## config.mk

```make
export PLATFORM = sky130hd
export DESIGN_NAME = dioc_top
export DESIGN_NICKNAME = d
export VERILOG_FILES = /design/src/logic/dioc_pkg.sv /design/src/logic/dioc_in_cond.sv /design/src/logic/dioc_op_counter.sv /design/src/logic/dioc_top.sv
export SDC_FILE = /design/constraint.sdc
export NUM_CORES = 2
export LEC_CHECK = 0
export BUFFER_PORTS_ARGS = -buffer_cell sky130_fd_sc_hd__buf_2
export CAP_MARGIN = 25
export CORE_MARGIN = 10
export CORE_UTILIZATION = 50
export CTS_BUF_LIST = sky130_fd_sc_hd__clkbuf_16
export CTS_CLUSTER_SIZE = 16
export DETAILED_ROUTE_END_ITERATION = 8
export PLACE_DENSITY = 0.67
export SLEW_MARGIN = 15
export SYNTH_ARGS = -nofsm -noshare
export SYNTH_HDL_FRONTEND = slang
export SYNTH_SLANG_ARGS = --single-unit
```

## constraint.sdc

```tcl
create_clock -name clk_i -period 8.3 [get_ports clk_i]
set_input_delay 1.245 -clock clk_i [delete_from_list [all_inputs] [get_ports clk_i]]
set_output_delay 1.245 -clock clk_i [all_outputs]
set_load 0.02 [all_outputs]
```

## src/logic/dioc_pkg.sv

```systemverilog
// Purpose: Shared constants and types for the digital I/O conditioner
// Assumes: 50 MHz clock, 32-bit classic Wishbone register bus
// Notes:   Times are in microseconds, counts derived from the tick
package dioc_pkg;

	// ==========================================================
	// Timing
	localparam int CLK_PERIOD_NS = 20;
	localparam int TICK_NS       = 1000;
	localparam int TICK_CYC      = TICK_NS / CLK_PERIOD_NS;
	localparam int INRUSH_US     = 100000;
	localparam longint HOUR_US   = 64'hD693_A400;
	localparam int FILT_US_0     = 100;
	localparam int FILT_US_1     = 1000;
	localparam int FILT_US_2     = 10000;
	localparam int FILT_US_3     = 20000;
	localparam int EXT_US_0      = 1000;
	localparam int EXT_US_1      = 15000;
	localparam int EXT_US_2      = 100000;
	localparam int EXT_US_3      = 200000;
	localparam int THR_SCALE     = 1000;

	// ==========================================================
	// Register byte offsets
	localparam logic [7:0] OFS_UNIT_CFG   = 8'h00;
	localparam logic [7:0] OFS_OPEN_EN    = 8'h04;
	localparam logic [7:0] OFS_CNT_EN     = 8'h08;
	localparam logic [7:0] OFS_DIR        = 8'h0C;
	localparam logic [7:0] OFS_FAULT_MODE = 8'h10;
	localparam logic [7:0] OFS_IDLE_MODE  = 8'h14;
	localparam logic [7:0] OFS_OUT_DATA   = 8'h18;
	localparam logic [7:0] OFS_IN_STATE   = 8'h1C;
	localparam logic [7:0] OFS_ERR_STATE  = 8'h20;
	localparam logic [7:0] OFS_IRQ_STAT   = 8'h24;
	localparam logic [7:0] OFS_IRQ_CLR    = 8'h28;
	localparam logic [7:0] OFS_IRQ_EN     = 8'h2C;
	localparam logic [7:0] OFS_CNT_SEL    = 8'h30;
	localparam logic [7:0] OFS_CNT_THR    = 8'h34;
	localparam logic [7:0] OFS_CNT_VAL    = 8'h38;
	localparam logic [7:0] OFS_CNT_CLR    = 8'h3C;

	// ==========================================================
	// Field layouts and reset values
	localparam int ERR_OPEN_LSB = 8;
	localparam int ERR_CNT_LSB  = 16;
	localparam int IRQ_W        = 5;
	localparam logic [15:0] THR_RST = 16'h0001;

	typedef enum logic [1:0] {
		OUT_CLEAR = 2'b00,
		OUT_HOLD  = 2'b01,
		OUT_DRIVE_OUTPUT_FORCED_HIGH = 2'b10
	} dioc_outmode_t;

	typedef struct packed {
		logic       prio_sw;
		logic       restart_manual;
		logic       load_short_en;
		logic [1:0] ext_sel;
		logic [1:0] filt_sel;
		logic       inrush_en;
		logic       supply_short_en;
	} dioc_cfg_t;

	localparam dioc_cfg_t CFG_RST = 9'h055;

	typedef enum logic [1:0] {
		ST_RESTORE = 2'b00,
		ST_RUN     = 2'b01,
		ST_SAVE    = 2'b10
	} dioc_state_t;

endpackage

```

## src/logic/dioc_in_cond.sv

```systemverilog
// Purpose: Per-channel input change filter and state extension
// Assumes: Inputs synchronous to clk_i, tick_i once per microsecond
// Notes:   A change is taken once it has stood filt_i ticks
`timescale 1ns/1ps
module dioc_in_cond #(
	parameter int NCH = 8
) (
	// Clock and reset
	input  wire logic           clk_i,
	input  wire logic           rst_i,
	input  wire logic           tick_i,
	// Raw inputs and settings
	input  wire logic [NCH-1:0] raw_i,
	input  wire logic [31:0]    filt_i,
	input  wire logic [31:0]    ext_i,
	// Conditioned state
	output logic      [NCH-1:0] state_o,
	output logic      [NCH-1:0] rise_o
);

	// ==========================================================
	// Per-channel filter and hold
	for (genvar c = 0; c < NCH; c++) begin : g_ch
		logic [31:0] fcnt;
		logic [31:0] hcnt;
		always_ff @(posedge clk_i) begin
			if (rst_i) begin
				state_o[c] <= 1'b0;
				rise_o[c]  <= 1'b0;
				fcnt       <= 32'h0000_0000;
				hcnt       <= 32'h0000_0000;
			end else begin
				rise_o[c] <= 1'b0;
				if (tick_i && hcnt != 32'h0000_0000)
					hcnt <= hcnt - 32'h0000_0001;
				if (raw_i[c] == state_o[c]) begin
					fcnt <= 32'h0000_0000;
				end else if (tick_i) begin
					if (fcnt + 32'h0000_0001 >= filt_i &&
					    hcnt == 32'h0000_0000) begin
						state_o[c] <= raw_i[c];
						rise_o[c]  <= raw_i[c];
						fcnt       <= 32'h0000_0000;
						hcnt       <= ext_i;
					end else if (fcnt < filt_i) begin
						fcnt <= fcnt + 32'h0000_0001;
					end
				end
			end
		end
	end

endmodule

```

## src/logic/dioc_op_counter.sv

```systemverilog
// Purpose: Per-channel ON/OFF operation counters with threshold check
// Assumes: Threshold of 1 to 65000 thousands per channel
// Notes:   Clear beats load, load beats a counted event
`timescale 1ns/1ps
module dioc_op_counter #(
	parameter int NCH = 8,
	parameter int CW  = 3
) (
	// Clock and reset
	input  wire logic              clk_i,
	input  wire logic              rst_i,
	// Events and settings
	input  wire logic [NCH-1:0]    ev_i,
	input  wire logic [NCH-1:0]    en_i,
	input  wire logic [NCH*16-1:0] thr_i,
	input  wire logic [NCH-1:0]    clr_i,
	// Restore from retained copy
	input  wire logic              ld_i,
	input  wire logic [CW-1:0]     ld_ch_i,
	input  wire logic [31:0]       ld_data_i,
	// Counts and errors
	output logic      [NCH*32-1:0] cnt_o,
	output logic      [NCH-1:0]    err_o
);

	logic [31:0] cnt [NCH];

	// ==========================================================
	// Per-channel counter
	for (genvar c = 0; c < NCH; c++) begin : g_ch
		logic [31:0] limit;
		assign limit = 32'(thr_i[c*16 +: 16]) * 32'(dioc_pkg::THR_SCALE);
		assign cnt_o[c*32 +: 32] = cnt[c];
		always_ff @(posedge clk_i) begin
			if (rst_i) begin
				cnt[c] <= 32'h0000_0000;
			end else if (clr_i[c]) begin
				cnt[c] <= 32'h0000_0000;
			end else if (ld_i && ld_ch_i == CW'(c)) begin
				cnt[c] <= ld_data_i;
			end else if (ev_i[c] && cnt[c] != 32'hFFFF_FFFF) begin
				cnt[c] <= cnt[c] + 32'h0000_0001;
			end
		end
		always_ff @(posedge clk_i) begin
			if (rst_i)
				err_o[c] <= 1'b0;
			else
				err_o[c] <= en_i[c] && cnt[c] > limit;
		end
	end

endmodule

```

## src/logic/dioc_top.sv

```systemverilog
// Purpose: Digital I/O channel conditioning and supervision unit
// Assumes: Classic Wishbone slave, synchronous field inputs
// Notes:   Retained counts live in an external memory port
`timescale 1ns/1ps

module dioc_top #(
	parameter int NCH       = 8,
	parameter int TICK_DIV  = dioc_pkg::TICK_CYC,
	parameter int INRUSH_US = dioc_pkg::INRUSH_US,
	parameter longint HOUR_US = dioc_pkg::HOUR_US
) (
	// Clock and reset
	input  wire logic           clk_i,
	input  wire logic           rst_i,
	// Wishbone slave
	input  wire logic [7:0]     wb_adr_i,
	input  wire logic [31:0]    wb_dat_i,
	input  wire logic [3:0]     wb_sel_i,
	input  wire logic           wb_we_i,
	input  wire logic           wb_cyc_i,
	input  wire logic           wb_stb_i,
	output logic      [31:0]    wb_dat_o,
	output logic                wb_ack_o,
	// Field side
	input  wire logic [NCH-1:0] in_raw_i,
	input  wire logic           supply_short_i,
	input  wire logic           load_short_i,
	input  wire logic [NCH-1:0] load_open_i,
	output logic      [NCH-1:0] out_o,
	// Communication state
	input  wire logic           comm_fault_i,
	input  wire logic           comm_idle_i,
	// Retained count memory
	output logic                nv_we_o,
	output logic                nv_rd_o,
	output logic      [2:0]     nv_addr_o,
	output logic      [31:0]    nv_wdata_o,
	input  wire logic [31:0]    nv_rdata_i,
	// Status
	output logic                supply_err_o,
	output logic                load_err_o,
	output logic                irq_o
);

	localparam int CW = 3;

	// ==========================================================
	// Microsecond tick
	logic [15:0] pre_cnt;
	logic        tick;
	always_ff @(posedge clk_i) begin
		if (rst_i) begin
			pre_cnt <= 16'h0000;
			tick    <= 1'b0;
		end else if (pre_cnt >= 16'(TICK_DIV - 1)) begin
			pre_cnt <= 16'h0000;
			tick    <= 1'b1;
		end else begin
			pre_cnt <= pre_cnt + 16'h0001;
			tick    <= 1'b0;
		end
	end

	// ==========================================================
	// Registers
	dioc_pkg::dioc_cfg_t cfg;
	logic [NCH-1:0]   open_en;
	logic [NCH-1:0]   cnt_en;
	logic [NCH-1:0]   dir;
	logic [2*NCH-1:0] fault_mode;
	logic [2*NCH-1:0] idle_mode;
	logic [NCH-1:0]   out_data;
	logic [CW-1:0]    cnt_sel;
	logic [NCH*16-1:0] thr;
	logic [dioc_pkg::IRQ_W-1:0] irq_stat;
	logic [dioc_pkg::IRQ_W-1:0] irq_en;
	logic [dioc_pkg::IRQ_W-1:0] irq_ev;
	logic [dioc_pkg::IRQ_W-1:0] irq_clr;
	logic [NCH-1:0]   cnt_clr;

	logic        wr;
	logic [31:0] wmask;
	logic [31:0] wval;
	assign wr    = wb_cyc_i && wb_stb_i && wb_we_i && !wb_ack_o;
	assign wmask = {{8{wb_sel_i[3]}}, {8{wb_sel_i[2]}},
	                {8{wb_sel_i[1]}}, {8{wb_sel_i[0]}}};
	assign wval  = wb_dat_i & wmask;

	function automatic logic [31:0] merge(input logic [31:0] old,
	                                      input logic [31:0] msk,
	                                      input logic [31:0] val);
		merge = (old & ~msk) | val;
	endfunction

	always_ff @(posedge clk_i) begin
		if (rst_i) begin
			cfg        <= dioc_pkg::CFG_RST;
			open_en    <= '0;
			cnt_en     <= '0;
			dir        <= '0;
			fault_mode <= '0;
			idle_mode  <= '0;
			out_data   <= '0;
			cnt_sel    <= '0;
		end else if (wr) begin
			case (wb_adr_i)
				dioc_pkg::OFS_UNIT_CFG:
					cfg <= 9'(merge(32'(cfg), wmask, wval));
				dioc_pkg::OFS_OPEN_EN:
					open_en <= NCH'(merge(32'(open_en), wmask, wval));
				dioc_pkg::OFS_CNT_EN:
					cnt_en <= NCH'(merge(32'(cnt_en), wmask, wval));
				dioc_pkg::OFS_DIR:
					dir <= NCH'(merge(32'(dir), wmask, wval));
				dioc_pkg::OFS_FAULT_MODE:
					fault_mode <= (2*NCH)'(merge(32'(fault_mode), wmask, wval));
				dioc_pkg::OFS_IDLE_MODE:
					idle_mode <= (2*NCH)'(merge(32'(idle_mode), wmask, wval));
				dioc_pkg::OFS_OUT_DATA:
					out_data <= NCH'(merge(32'(out_data), wmask, wval));
				dioc_pkg::OFS_CNT_SEL:
					cnt_sel <= CW'(merge(32'(cnt_sel), wmask, wval));
				default: ;
			endcase
		end
	end

	// Thresholds per channel, reached through the selector
	always_ff @(posedge clk_i) begin
		if (rst_i)
			thr <= {NCH{dioc_pkg::THR_RST}};
		else if (wr && wb_adr_i == dioc_pkg::OFS_CNT_THR)
			thr[cnt_sel*16 +: 16] <= 16'(merge(32'(thr[cnt_sel*16 +: 16]),
			                                   wmask, wval));
	end

	assign irq_clr = (wr && wb_adr_i == dioc_pkg::OFS_IRQ_CLR) ?
	                 dioc_pkg::IRQ_W'(wval) : '0;
	assign cnt_clr = (wr && wb_adr_i == dioc_pkg::OFS_CNT_CLR) ?
	                 NCH'(wval) : '0;

	always_ff @(posedge clk_i) begin
		if (rst_i)
			irq_en <= '0;
		else if (wr && wb_adr_i == dioc_pkg::OFS_IRQ_EN)
			irq_en <= dioc_pkg::IRQ_W'(merge(32'(irq_en), wmask, wval));
	end

	// ==========================================================
	// Inrush masking after power-up
	logic [31:0] inrush_cnt;
	logic        inrush_mask;
	always_ff @(posedge clk_i) begin
		if (rst_i)
			inrush_cnt <= 32'h0000_0000;
		else if (tick && inrush_cnt < 32'(INRUSH_US))
			inrush_cnt <= inrush_cnt + 32'h0000_0001;
	end
	assign inrush_mask = cfg.inrush_en && inrush_cnt < 32'(INRUSH_US);

	// ==========================================================
	// Short and open circuit errors
	logic [NCH-1:0] open_err;
	always_ff @(posedge clk_i) begin
		if (rst_i)
			supply_err_o <= 1'b0;
		else
			supply_err_o <= cfg.supply_short_en && supply_short_i &&
			                !inrush_mask;
	end

	always_ff @(posedge clk_i) begin
		if (rst_i)
			load_err_o <= 1'b0;
		else if (cfg.restart_manual)
			load_err_o <= load_err_o ||
			              (cfg.load_short_en && load_short_i &&
			               !inrush_mask);
		else
			load_err_o <= cfg.load_short_en && load_short_i &&
			              !inrush_mask;
	end

	always_ff @(posedge clk_i) begin
		if (rst_i)
			open_err <= '0;
		else
			open_err <= open_en & load_open_i;
	end

	// ==========================================================
	// Input conditioning
	logic [31:0]    filt_us;
	logic [31:0]    ext_us;
	logic [NCH-1:0] in_state;
	logic [NCH-1:0] in_rise;
	always_comb begin
		case (cfg.filt_sel)
			2'h0:    filt_us = 32'(dioc_pkg::FILT_US_0);
			2'h1:    filt_us = 32'(dioc_pkg::FILT_US_1);
			2'h2:    filt_us = 32'(dioc_pkg::FILT_US_2);
			default: filt_us = 32'(dioc_pkg::FILT_US_3);
		endcase
		case (cfg.ext_sel)
			2'h0:    ext_us = 32'(dioc_pkg::EXT_US_0);
			2'h1:    ext_us = 32'(dioc_pkg::EXT_US_1);
			2'h2:    ext_us = 32'(dioc_pkg::EXT_US_2);
			default: ext_us = 32'(dioc_pkg::EXT_US_3);
		endcase
	end

	dioc_in_cond #(
		.NCH (NCH)
	) u_in_cond (
		.clk_i   (clk_i),
		.rst_i   (rst_i),
		.tick_i  (tick),
		.raw_i   (in_raw_i),
		.filt_i  (filt_us),
		.ext_i   (ext_us),
		.state_o (in_state),
		.rise_o  (in_rise)
	);

	// ==========================================================
	// Output drive on communication fault or idle
	for (genvar c = 0; c < NCH; c++) begin : g_out
		dioc_pkg::dioc_outmode_t mode;
		assign mode = dioc_pkg::dioc_outmode_t'(comm_fault_i ?
		              fault_mode[2*c +: 2] : idle_mode[2*c +: 2]);
		always_ff @(posedge clk_i) begin
			if (rst_i) begin
				out_o[c] <= 1'b0;
			end else if (!(comm_fault_i || comm_idle_i)) begin
				out_o[c] <= out_data[c] && dir[c];
			end else if (!cfg.prio_sw) begin
				out_o[c] <= 1'b0;
			end else begin
				case (mode)
					dioc_pkg::OUT_CLEAR: out_o[c] <= 1'b0;
					dioc_pkg::OUT_HOLD:  out_o[c] <= out_o[c];
					dioc_pkg::OUT_DRIVE_OUTPUT_FORCED_HIGH:
						out_o[c] <= dir[c];
					default: out_o[c] <= 1'b0;
				endcase
			end
		end
	end

	// ==========================================================
	// Operation counters
	logic [NCH-1:0]    out_q;
	logic [NCH-1:0]    op_ev;
	logic [NCH*32-1:0] cnt;
	logic [NCH-1:0]    cnt_err;
	logic              ld;
	logic [CW-1:0]     ld_ch;
	always_ff @(posedge clk_i) begin
		if (rst_i)
			out_q <= '0;
		else
			out_q <= out_o;
	end
	assign op_ev = (dir & out_o & ~out_q) | (~dir & in_rise);

	dioc_op_counter #(
		.NCH (NCH),
		.CW  (CW)
	) u_op_counter (
		.clk_i     (clk_i),
		.rst_i     (rst_i),
		.ev_i      (op_ev),
		.en_i      (cnt_en),
		.thr_i     (thr),
		.clr_i     (cnt_clr),
		.ld_i      (ld),
		.ld_ch_i   (ld_ch),
		.ld_data_i (nv_rdata_i),
		.cnt_o     (cnt),
		.err_o     (cnt_err)
	);

	// ==========================================================
	// Retained storage: restore, hourly save, clear rewrite
	dioc_pkg::dioc_state_t state;
	logic [CW-1:0]  idx;
	logic           phase;
	logic [31:0]    hour_cnt;
	logic [NCH-1:0] clr_pend;
	logic           save_done;
	logic [CW-1:0]  clr_ch;
	always_comb begin
		clr_ch = '0;
		for (int i = NCH - 1; i >= 0; i--)
			if (clr_pend[i])
				clr_ch = CW'(i);
	end
	// A channel cleared during restore keeps its zero
	assign ld    = state == dioc_pkg::ST_RESTORE && phase &&
	               !clr_pend[idx];
	assign ld_ch = idx;

	always_ff @(posedge clk_i) begin
		if (rst_i)
			hour_cnt <= 32'h0000_0000;
		else if (tick)
			hour_cnt <= (hour_cnt >= 32'(HOUR_US - 1)) ?
			            32'h0000_0000 : hour_cnt + 32'h0000_0001;
	end

	always_ff @(posedge clk_i) begin
		if (rst_i) begin
			state      <= dioc_pkg::ST_RESTORE;
			idx        <= '0;
			phase      <= 1'b0;
			clr_pend   <= '0;
			save_done  <= 1'b0;
			nv_we_o    <= 1'b0;
			nv_rd_o    <= 1'b0;
			nv_addr_o  <= '0;
			nv_wdata_o <= 32'h0000_0000;
		end else begin
			save_done <= 1'b0;
			nv_we_o   <= 1'b0;
			nv_rd_o   <= 1'b0;
			clr_pend  <= clr_pend | cnt_clr;
			case (state)
				dioc_pkg::ST_RESTORE: begin
					phase <= !phase;
					if (!phase) begin
						nv_rd_o   <= 1'b1;
						nv_addr_o <= idx;
					end else if (idx == CW'(NCH - 1)) begin
						idx   <= '0;
						state <= dioc_pkg::ST_RUN;
					end else begin
						idx <= idx + 1'b1;
					end
				end
				dioc_pkg::ST_RUN: begin
					if (tick && hour_cnt >= 32'(HOUR_US - 1)) begin
						idx   <= '0;
						state <= dioc_pkg::ST_SAVE;
					end else if (clr_pend != '0) begin
						nv_we_o    <= 1'b1;
						nv_addr_o  <= clr_ch;
						nv_wdata_o <= 32'h0000_0000;
						clr_pend   <= (clr_pend | cnt_clr) &
						              ~(NCH'(1) << clr_ch);
					end
				end
				dioc_pkg::ST_SAVE: begin
					nv_we_o    <= 1'b1;
					nv_addr_o  <= idx;
					nv_wdata_o <= cnt[idx*32 +: 32];
					if (idx == CW'(NCH - 1)) begin
						state     <= dioc_pkg::ST_RUN;
						save_done <= 1'b1;
					end else begin
						idx <= idx + 1'b1;
					end
				end
				default: state <= dioc_pkg::ST_RUN;
			endcase
		end
	end

	// ==========================================================
	// Interrupts
	logic                       sup_q;
	logic                       load_q;
	logic                       open_q;
	logic                       cerr_q;
	logic [dioc_pkg::IRQ_W-1:0] next_stat;
	always_ff @(posedge clk_i) begin
		if (rst_i) begin
			sup_q  <= 1'b0;
			load_q <= 1'b0;
			open_q <= 1'b0;
			cerr_q <= 1'b0;
		end else begin
			sup_q  <= supply_err_o;
			load_q <= load_err_o;
			open_q <= |open_err;
			cerr_q <= |cnt_err;
		end
	end
	assign irq_ev = {save_done, (|cnt_err) & ~cerr_q,
	                 (|open_err) & ~open_q,
	                 load_err_o & ~load_q, supply_err_o & ~sup_q};
	assign next_stat = (irq_stat & ~irq_clr) | irq_ev;

	always_ff @(posedge clk_i) begin
		if (rst_i) begin
			irq_stat <= '0;
			irq_o    <= 1'b0;
		end else begin
			irq_stat <= next_stat;
			irq_o    <= |(next_stat & irq_en);
		end
	end

	// ==========================================================
	// Bus answer and read data
	logic [31:0] rdata;
	always_comb begin
		case (wb_adr_i)
			dioc_pkg::OFS_UNIT_CFG:   rdata = 32'(cfg);
			dioc_pkg::OFS_OPEN_EN:    rdata = 32'(open_en);
			dioc_pkg::OFS_CNT_EN:     rdata = 32'(cnt_en);
			dioc_pkg::OFS_DIR:        rdata = 32'(dir);
			dioc_pkg::OFS_FAULT_MODE: rdata = 32'(fault_mode);
			dioc_pkg::OFS_IDLE_MODE:  rdata = 32'(idle_mode);
			dioc_pkg::OFS_OUT_DATA:   rdata = 32'(out_data);
			dioc_pkg::OFS_IN_STATE:   rdata = 32'(in_state);
			dioc_pkg::OFS_ERR_STATE:
				rdata = 32'({load_err_o, supply_err_o}) |
				        (32'(open_err) << dioc_pkg::ERR_OPEN_LSB) |
				        (32'(cnt_err) << dioc_pkg::ERR_CNT_LSB);
			dioc_pkg::OFS_IRQ_STAT:   rdata = 32'(irq_stat);
			dioc_pkg::OFS_IRQ_EN:     rdata = 32'(irq_en);
			dioc_pkg::OFS_CNT_SEL:    rdata = 32'(cnt_sel);
			dioc_pkg::OFS_CNT_THR:    rdata = 32'(thr[cnt_sel*16 +: 16]);
			dioc_pkg::OFS_CNT_VAL:    rdata = cnt[cnt_sel*32 +: 32];
			default:                  rdata = 32'h0000_0000;
		endcase
	end

	always_ff @(posedge clk_i) begin
		if (rst_i) begin
			wb_ack_o <= 1'b0;
			wb_dat_o <= 32'h0000_0000;
		end else begin
			wb_ack_o <= wb_cyc_i && wb_stb_i && !wb_ack_o;
			wb_dat_o <= rdata;
		end
	end

endmodule

```

## Word level (Yosys, flattened, before mapping)

Memories as Yosys holds them, arrays and structs flattened.
Index checks and enable logic that the tools add are counted.

| word-level totals | value |
|---|---|
| register bits after elaboration | 947 |
| memory bits (writable) | 256 |
| input port bits | 101 |
| output and inout port bits | 81 |
| word-level logic and storage cells | 722 |
| memories kept | 1 |

| cells by class | value |
|---|---|
| add/sub/neg operators | 29 |
| $mul | 8 |
| $lt $le $gt $ge | 28 |
| equality and inequality tests | 74 |
| shifts and indexed selects | 6 |
| mux-type cells | 245 |
| bitwise logic cells | 89 |
| reduce and logical (&&, ||, !) cells | 153 |

Memory list:

| memory | depth | width | read ports | clocked after Yosys merged registers in | wr ports | RTL line | text |
|---|---|---|---|---|---|---|---|
| u_op_counter.cnt | 8 | 32 | 8 | 0 | 8 | dioc_op_counter.sv:26 | `logic [31:0] cnt [NCH];` |

Operators by type and width:

| cell | count |
|---|---|
| $mux W32 | 75 |
| $add A32 B1 Y32 const B | 18 |
| $shiftx A256 B9 Y32 | 2 |
| $pmux W32 S14 | 1 |
| $ge A32 B15 Y1 | 8 |
| $gt A32 B26 Y1 | 8 |
| $logic_not A32 Y1 | 8 |
| $lt A32 B15 Y1 | 8 |
| $ne A32 B32 Y1 const B | 8 |
| $reduce_bool A32 Y1 | 8 |
| $sub A32 B1 Y32 const B | 8 |
| $mul A16 B7 Y23 const B | 8 |
| $bwmux W128 | 1 |
| $shift A16 B34 Y128 const A | 1 |
| $shiftx A128 B8 Y16 | 1 |
| $shiftx A16 B34 Y128 | 1 |
| $mux W1 | 121 |
| $and A8 B8 Y8 | 9 |
| $logic_and A1 B1 Y1 | 65 |
| $and A16 B16 Y16 | 4 |
| $eq A8 B6 Y1 const B | 8 |
| $pmux W32 S2 | 1 |
| $pmux W18 S3 | 1 |
| $or A16 B16 Y16 | 3 |
| other kinds (58) | 256 |

## Depth between registers and ports, before layout

| depth | value |
|---|---|
| word-level depth | 14 |
| mapped depth | 26 |
| depth with buffers taken out | 26 |

## Cells and area by module

A second synthesis with hierarchy kept.

| second synthesis, totals | value |
|---|---|
| cells, all modules | 11528 |
| area total of the unflattened synthesis | 101874.0 um^2 |

Modules (own cells, without submodules):

| module | instances | cells an instance | area each (um^2) |
|---|---|---|---|
| dioc_op_counter | 1 | 4350 | 40570.2 |
| dioc_in_cond | 1 | 4686 | 38727.1 |
| dioc_top | 1 | 2492 | 22576.7 |

## Least setup slack after synthesis

No wires, ideal clock.

| timing | value |
|---|---|
| path type | register to register |
| start point | register thr[112] |
| end point | register u_op_counter.err_o[7] |
| arrival | 5.513 ns |
| data required time | 8.178 ns |
| path slack | 2.665 ns |
| stages on the path, launching flop included | 23 |
| buffers on the path | 0 |
| period minus slack after synthesis | 5.635 ns |
| cells stage by stage | dfxtp_1 > fa_1 > fa_1 > inv_1 > fa_1 > fa_1 > inv_1 > ha_1 > and2_1 > a311oi_1 > a211o_1 > a31oi_1 > a21oi_1 > a21oi_1 > o21a_1 > nor2_1 > xnor2_1 > ha_1 > nand2_1 > or4_1 > or4_1 > o2111ai_1 > a21oi_1 |

| between the ends | value |
|---|---|
| word-level cells in the longest chain between the ends | 3 |

RTL lines:

| item | RTL line | text |
|---|---|---|
| start, declared | dioc_top.sv:74 | `logic [NCH*16-1:0] thr;` |
| start signal, assigned | dioc_top.sv:131 | `thr <= {NCH{dioc_pkg::THR_RST}};` |
| start signal, assigned by index | dioc_top.sv:133 | `thr[cnt_sel*16 +: 16] <= 16'(merge(32'(thr[cnt_sel*16 +: 16]),` |
| $mul A16 B7 Y23 | dioc_op_counter.sv:32 | `assign limit = 32'(thr_i[c*16 +: 16]) * 32'(dioc_pkg::THR_SCALE);` |
| $gt A32 B26 Y1 | dioc_op_counter.sv:49 | `err_o[c] <= en_i[c] && cnt[c] > limit;` |
| $logic_and A1 B1 Y1 | dioc_op_counter.sv:49 |  |
| end signal, assigned by index | dioc_op_counter.sv:49 |  |
| end, declared | dioc_op_counter.sv:23 | `output logic [NCH-1:0] err_o` |

Every way passes these cells.
A chain may end at the register's enable or synchronous reset.

## Worst setup path after layout

| timing | value |
|---|---|
| start point | register thr[98] |
| end point | register u_op_counter.err_o[6] |

Same word-level chain as after synthesis.

==> metrics.csv <==
stage;metric;value;unit
run_status;result of the run;finished clean;
worst_setup_path;endpoint of the worst setup timing path;u_op_counter.err_o[6]$_SDFF_PP0_;
die;standard-cell rows;156;
die;initial core utilization;50.4;%
global_route;gr ovfl total;0;
synthesis;number of enable-type register cells in the synthesized netlist;256;
placement;HPWL after DPL;235000;µm
clocking;clock-pin slew on the worst setup and hold paths;60;ps
placement;placed insts;12500;
placement;global placement routability congestion;1.06;
sta;Final Hold Fails;0;
clocking;number of buffers inserted for hold repair after clock tree synthesis;0;
worst_setup_path;number of cells on the critical path;25;
worst_setup_path;Worst setup startpoint;thr[98]$_SDFFE_PP0P_;
job;total of max-cap violations;0;
drt;top layer reached by signal wires;met5;
worst_setup_path;data arrival time of the worst path;7330;ps
drt;routed wire length;308000;µm
synthesis;Async S/R FF share, synth;0;%
synthesis;Synthesis Warnings;0;
worst_setup_path;worst r2r src;thr[98]$_SDFFE_PP0P_;
power_and_ir_drop;total power density per cell area;182;nW/µm²
synthesis;post-synthesis cell count;10200;
worst_setup_path;kind of start point of the critical path;flop;
clocking;CTS H-tree depth;4;
drt;routed length on met2;137000;µm
sta;headroom to the max-slew limit;10.2;%
layout;number of nets at the end of the flow;11700;
worst_setup_path;endpoint of the worst register-to-register path;u_op_counter.err_o[6]$_SDFF_PP0_;
placement;count of input and output buffers;163;
worst_setup_path;largest fanout on the critical path;7;
sta;Post-Route Setup TNS;0;ps
sta;RSZ-0062 raised after global routing;no;
clocking;clock insertion delay at the later pin of the skew report;820;ps
sta;worst-case clock skew;49.3;ps
sta;Least-Margin Pin Slew;1350;ps
drt;detail-routed via count per cell;6.08;
die;Die Area;200000;µm²
synthesis;Post-Synthesis Mean Instance Area;8.92;µm²
drt;overall via count from detail_route;77800;
global_route;wire length of the first global-routing pass;465000;µm
worst_setup_path;type of the worst setup path;reg2reg;
die;chip height;448;µm
worst_setup_path;number of cell instances on the worst register-to-register path;25;
synthesis;share of the synthesized area in the top cell type;20.7;%
drt;wire length per cell;24.1;µm
global_route;maximum number of pins on one net before global-route repair;171;
global_route;gr usage total;30.2;%
clocking;TritonCTS Buffers;145;
global_route;number of global-route vias before repair;75100;
hold_path;Hold/Removal Path Class;reg2reg;
sta;Final Critical Period;6680;ps
power_and_ir_drop;maximum resistive drop on vdd;176;µV
clocking;root buf cell;clkbuf_16;
worst_setup_path;delay contributed by the slowest stage of the critical path;530;ps
synthesis;Netlist Area Pre-Place;91400;µm²
synthesis;number of distinct library cell variants in the gate-level netlist after synthesis;99;
die;number of ports placed on the die boundary;182;
drt;detailed-routing iteration count for the pre-antenna-repair pass;7;
drt;count of antenna-violating nets left after detailed routing;0;
die;core area;181000;µm²
layout;synthesis-to-finish area growth;8.99;%
global_route;number of antenna violations at the first check in global routing;45;
sta;Final Cycle Share;80.5;%
synthesis;ys flop type;dfxtp_1;
sta;highest clock rate;150;MHz
synthesis;cell type with the largest total area after synthesis;dfxtp_1;
synthesis;cell types occupying the most area after synthesis;dfxtp_1, ha_1, fa_1, edfxtp_1, nand2_1;
clocking;CTS tree;yes;
layout;fin cells;12800;
clocking;CTS max path bufs;3;
sta;count of final max-slew check failures;0;
power_and_ir_drop;post-route total power;18.1;mW
worst_setup_path;kind of end point of the critical path;flop;
worst_setup_path;slack of the worst reg-to-reg path;1620;ps
drt;met1 wire length;116000;µm
drt;met3 WL post-DR;27800;µm
power_and_ir_drop;leakage power total;40.8;nW
clocking;number of setup buffers added after CTS;0;
sta;number of setup violations in the final report;0;
drt;number of design-rule violations left by the first detailed-router iteration;7283;
synthesis;share of the yosys chip area belonging to registers;29.2;%
worst_setup_path;Worst EP required;8950;ps
clocking;post-cts repair resize count;0;
drt;number of remaining DRC errors;0;
worst_setup_path;kind of cell adding the most delay to the critical path;compound AO/OA/AOI/OAI gates;
clocking;clk sinks;1203;
worst_setup_path;slowest cell on the critical path;fa_1;
layout;ratio of cells with drive above 1 in the final layout;7.65;%
synthesis;Synth Register Bits;1203;
worst_setup_path;total buffers and inverters traversed by the critical path;2;
die;DIE WIDTH;448;µm
==> cell type report <==
| type | count | area (µm²) |
|---|---|---|
| fillers | 16300 | 81700 |
| multi-input cells | 7820 | 60200 |
| flip-flops and latches | 1203 | 26700 |
| clock buffers | 151 | 3780 |
| inverters | 830 | 3120 |
| well taps | 2370 | 2970 |
| repair buffers | 275 | 1830 |
| clock inverters | 117 | 953 |
| diodes | 32 | 80.1 |
==> power breakdown <==
| group | switching (mW) | total [mW] | internal (mW) | leakage [nW] |
|---|---|---|---|---|
| combinational | 2.62 | 4.47 | 1.86 | 28.0 |
| sequential | 0.711 | 7.31 | 6.60 | 10.3 |
| clock | 2.81 | 6.35 | 3.53 | 2.42 |
| total | 6.14 | 18.1 | 12.0 | 40.8 |
==> cell usage after synthesis, drive strengths merged, types with 22 or more instances <==
library cell and count:
nor4 140, mux4 162, nor2 906, nor2b 86, ha 852, inv 828
a211oi 52, and4 59, nand3 396, mux2 22, clkbuf 326, a21oi 490
a21o 147, nand4 178, o21a 33, nor3b 23, or2 53, nand3b 29
nor3 201, a31oi 49, edfxtp 256, xor2 381, nand2b 96, o21ai 487
a22o 74, a221oi 26, or4 62, and3 171, o22ai 100, xnor2 413
o211ai 43, o31ai 31, nand2 1051, or3 57, dfxtp 947, mux2i 70
buf 72, fa 432, and2 153
==> worst reg2reg max path: stages, from the launching register on <==
cell and delay, ps:
dfxtp_1 500, fa_1 520, fa_1 530, inv_1 50, fa_1 470, fa_1 510, inv_1 40, ha_1 340
and2_1 160, a311oi_1 390, a21oi_1 160, a41oi_1 330, nand2b_1 140, a21o_1 200, a21oi_1 170, xor2_1 240
ha_1 290, a21o_1 190, a21o_1 170, a21o_1 170, a21oi_1 150, nor2b_1 60, o211ai_1 150, a21boi_0 100
o21ai_0 390, a21oi_1 120
==> state kept, by name, indices dropped and copies added, names as in the netlist, 2 cells and up, named ones only <==
register	flops
u_in_cond.g_ch.fcnt	256
u_in_cond.g_ch.hcnt	256
u_op_counter.cnt	256
thr	128
hour_cnt	32
inrush_cnt	32
nv_wdata_o	32
wb_dat_o	32
pre_cnt	16
clr_pend	8
open_err	8
out_o	8
out_q	8
u_in_cond.rise_o	8
u_in_cond.state_o	8
u_op_counter.err_o	8
irq_stat	5
idx	3
nv_addr_o	3
state	2
==> worst min path at each step <==
stage | startpoint | end | slack [ps] | depth (start not counted)
floorplan | flop | u_op_counter.err_o[3]$_SDFF_PP0_ | 440 | 2
global placement | nv_wdata_o[9]$_SDFFE_PP0P_ | nv_wdata_o[9]$_SDFFE_PP0P_ | 440 | 2
detailed placement | nv_wdata_o[4]$_SDFFE_PP0P_ | nv_wdata_o[4]$_SDFFE_PP0P_ | 450 | 2
CTS | nv_wdata_o[4]$_SDFFE_PP0P_ | nv_wdata_o[4]$_SDFFE_PP0P_ | 450 | 2
global route | nv_wdata_o[9]$_SDFFE_PP0P_ | nv_wdata_o[9]$_SDFFE_PP0P_ | 470 | 2
finish | nv_wdata_o[4]$_SDFFE_PP0P_ | nv_wdata_o[4]$_SDFFE_PP0P_ | 450 | 2
==> stage by stage <==
| stage | hold slack [ps] | setup slack [ps] | util (%) | instance area, µm² |
|---|---|---|---|---|
| 2_1_floorplan | 437 | 2670 | - | 91400 |
| 3_3_place_gp | 441 | 1850 | 52.1 | 94500 |
| 3_5_place_dp | 446 | 1810 | 52.2 | 94700 |
| 4_1_cts | 452 | 1750 | 54.8 | 99400 |
| 5_1_grt | 467 | 1250 | 54.9 | 99600 |
| 6_report | 450 | 1620 | 54.9 | 99600 |
==> layer usage <==
| metal | vias to the layer above | track usage (%) |
|---|---|---|
| met4 | 18 | 23.1 |
| li1 | 36000 | - |
| met5 | - | 0 |
| met3 | 934 | 7.76 |
| met1 | 37500 | 35.7 |
| met2 | 3326 | 46.8 |
==> cells in the final DEF, fill, tap and decap left out, types with 152 or more instances in the layout <==
cell	netlist	layout
nand2_1	1050	1050
dfxtp_1	947	940
nor2_1	906	901
inv_1	827	855
ha_1	852	851
a21oi_1	490	488
o21ai_0	468	466
fa_1	432	432
xnor2_1	413	413
nand3_1	395	394
xor2_1	381	381
edfxtp_1	256	256
nor3_1	201	201
nand4_1	177	177
and3_1	171	171
mux4_2	162	162
buf_2	22	162
and2_1	152	152
==> kinds of logic (layout without fill, tap and decap cells) <==
logic type / Yosys count / in the layout / share of synthesized area (%)
other: 1 / 42 / 0.00410
AOI/OAI and AO/OA: 1773 / 1773 / 12.2
adders and majority gates: 1284 / 1284 / 21.1
DFF: 1203 / 1203 / 29.2
and+or+nand+nor: 3705 / 3705 / 19.7
xor gates and xnor gates: 794 / 794 / 7.61
buffers and inverters: 1228 / 1373 / 5.15
muxes: 254 / 254 / 5.03
No activity file was read; power rests on OpenSTA's default activity.
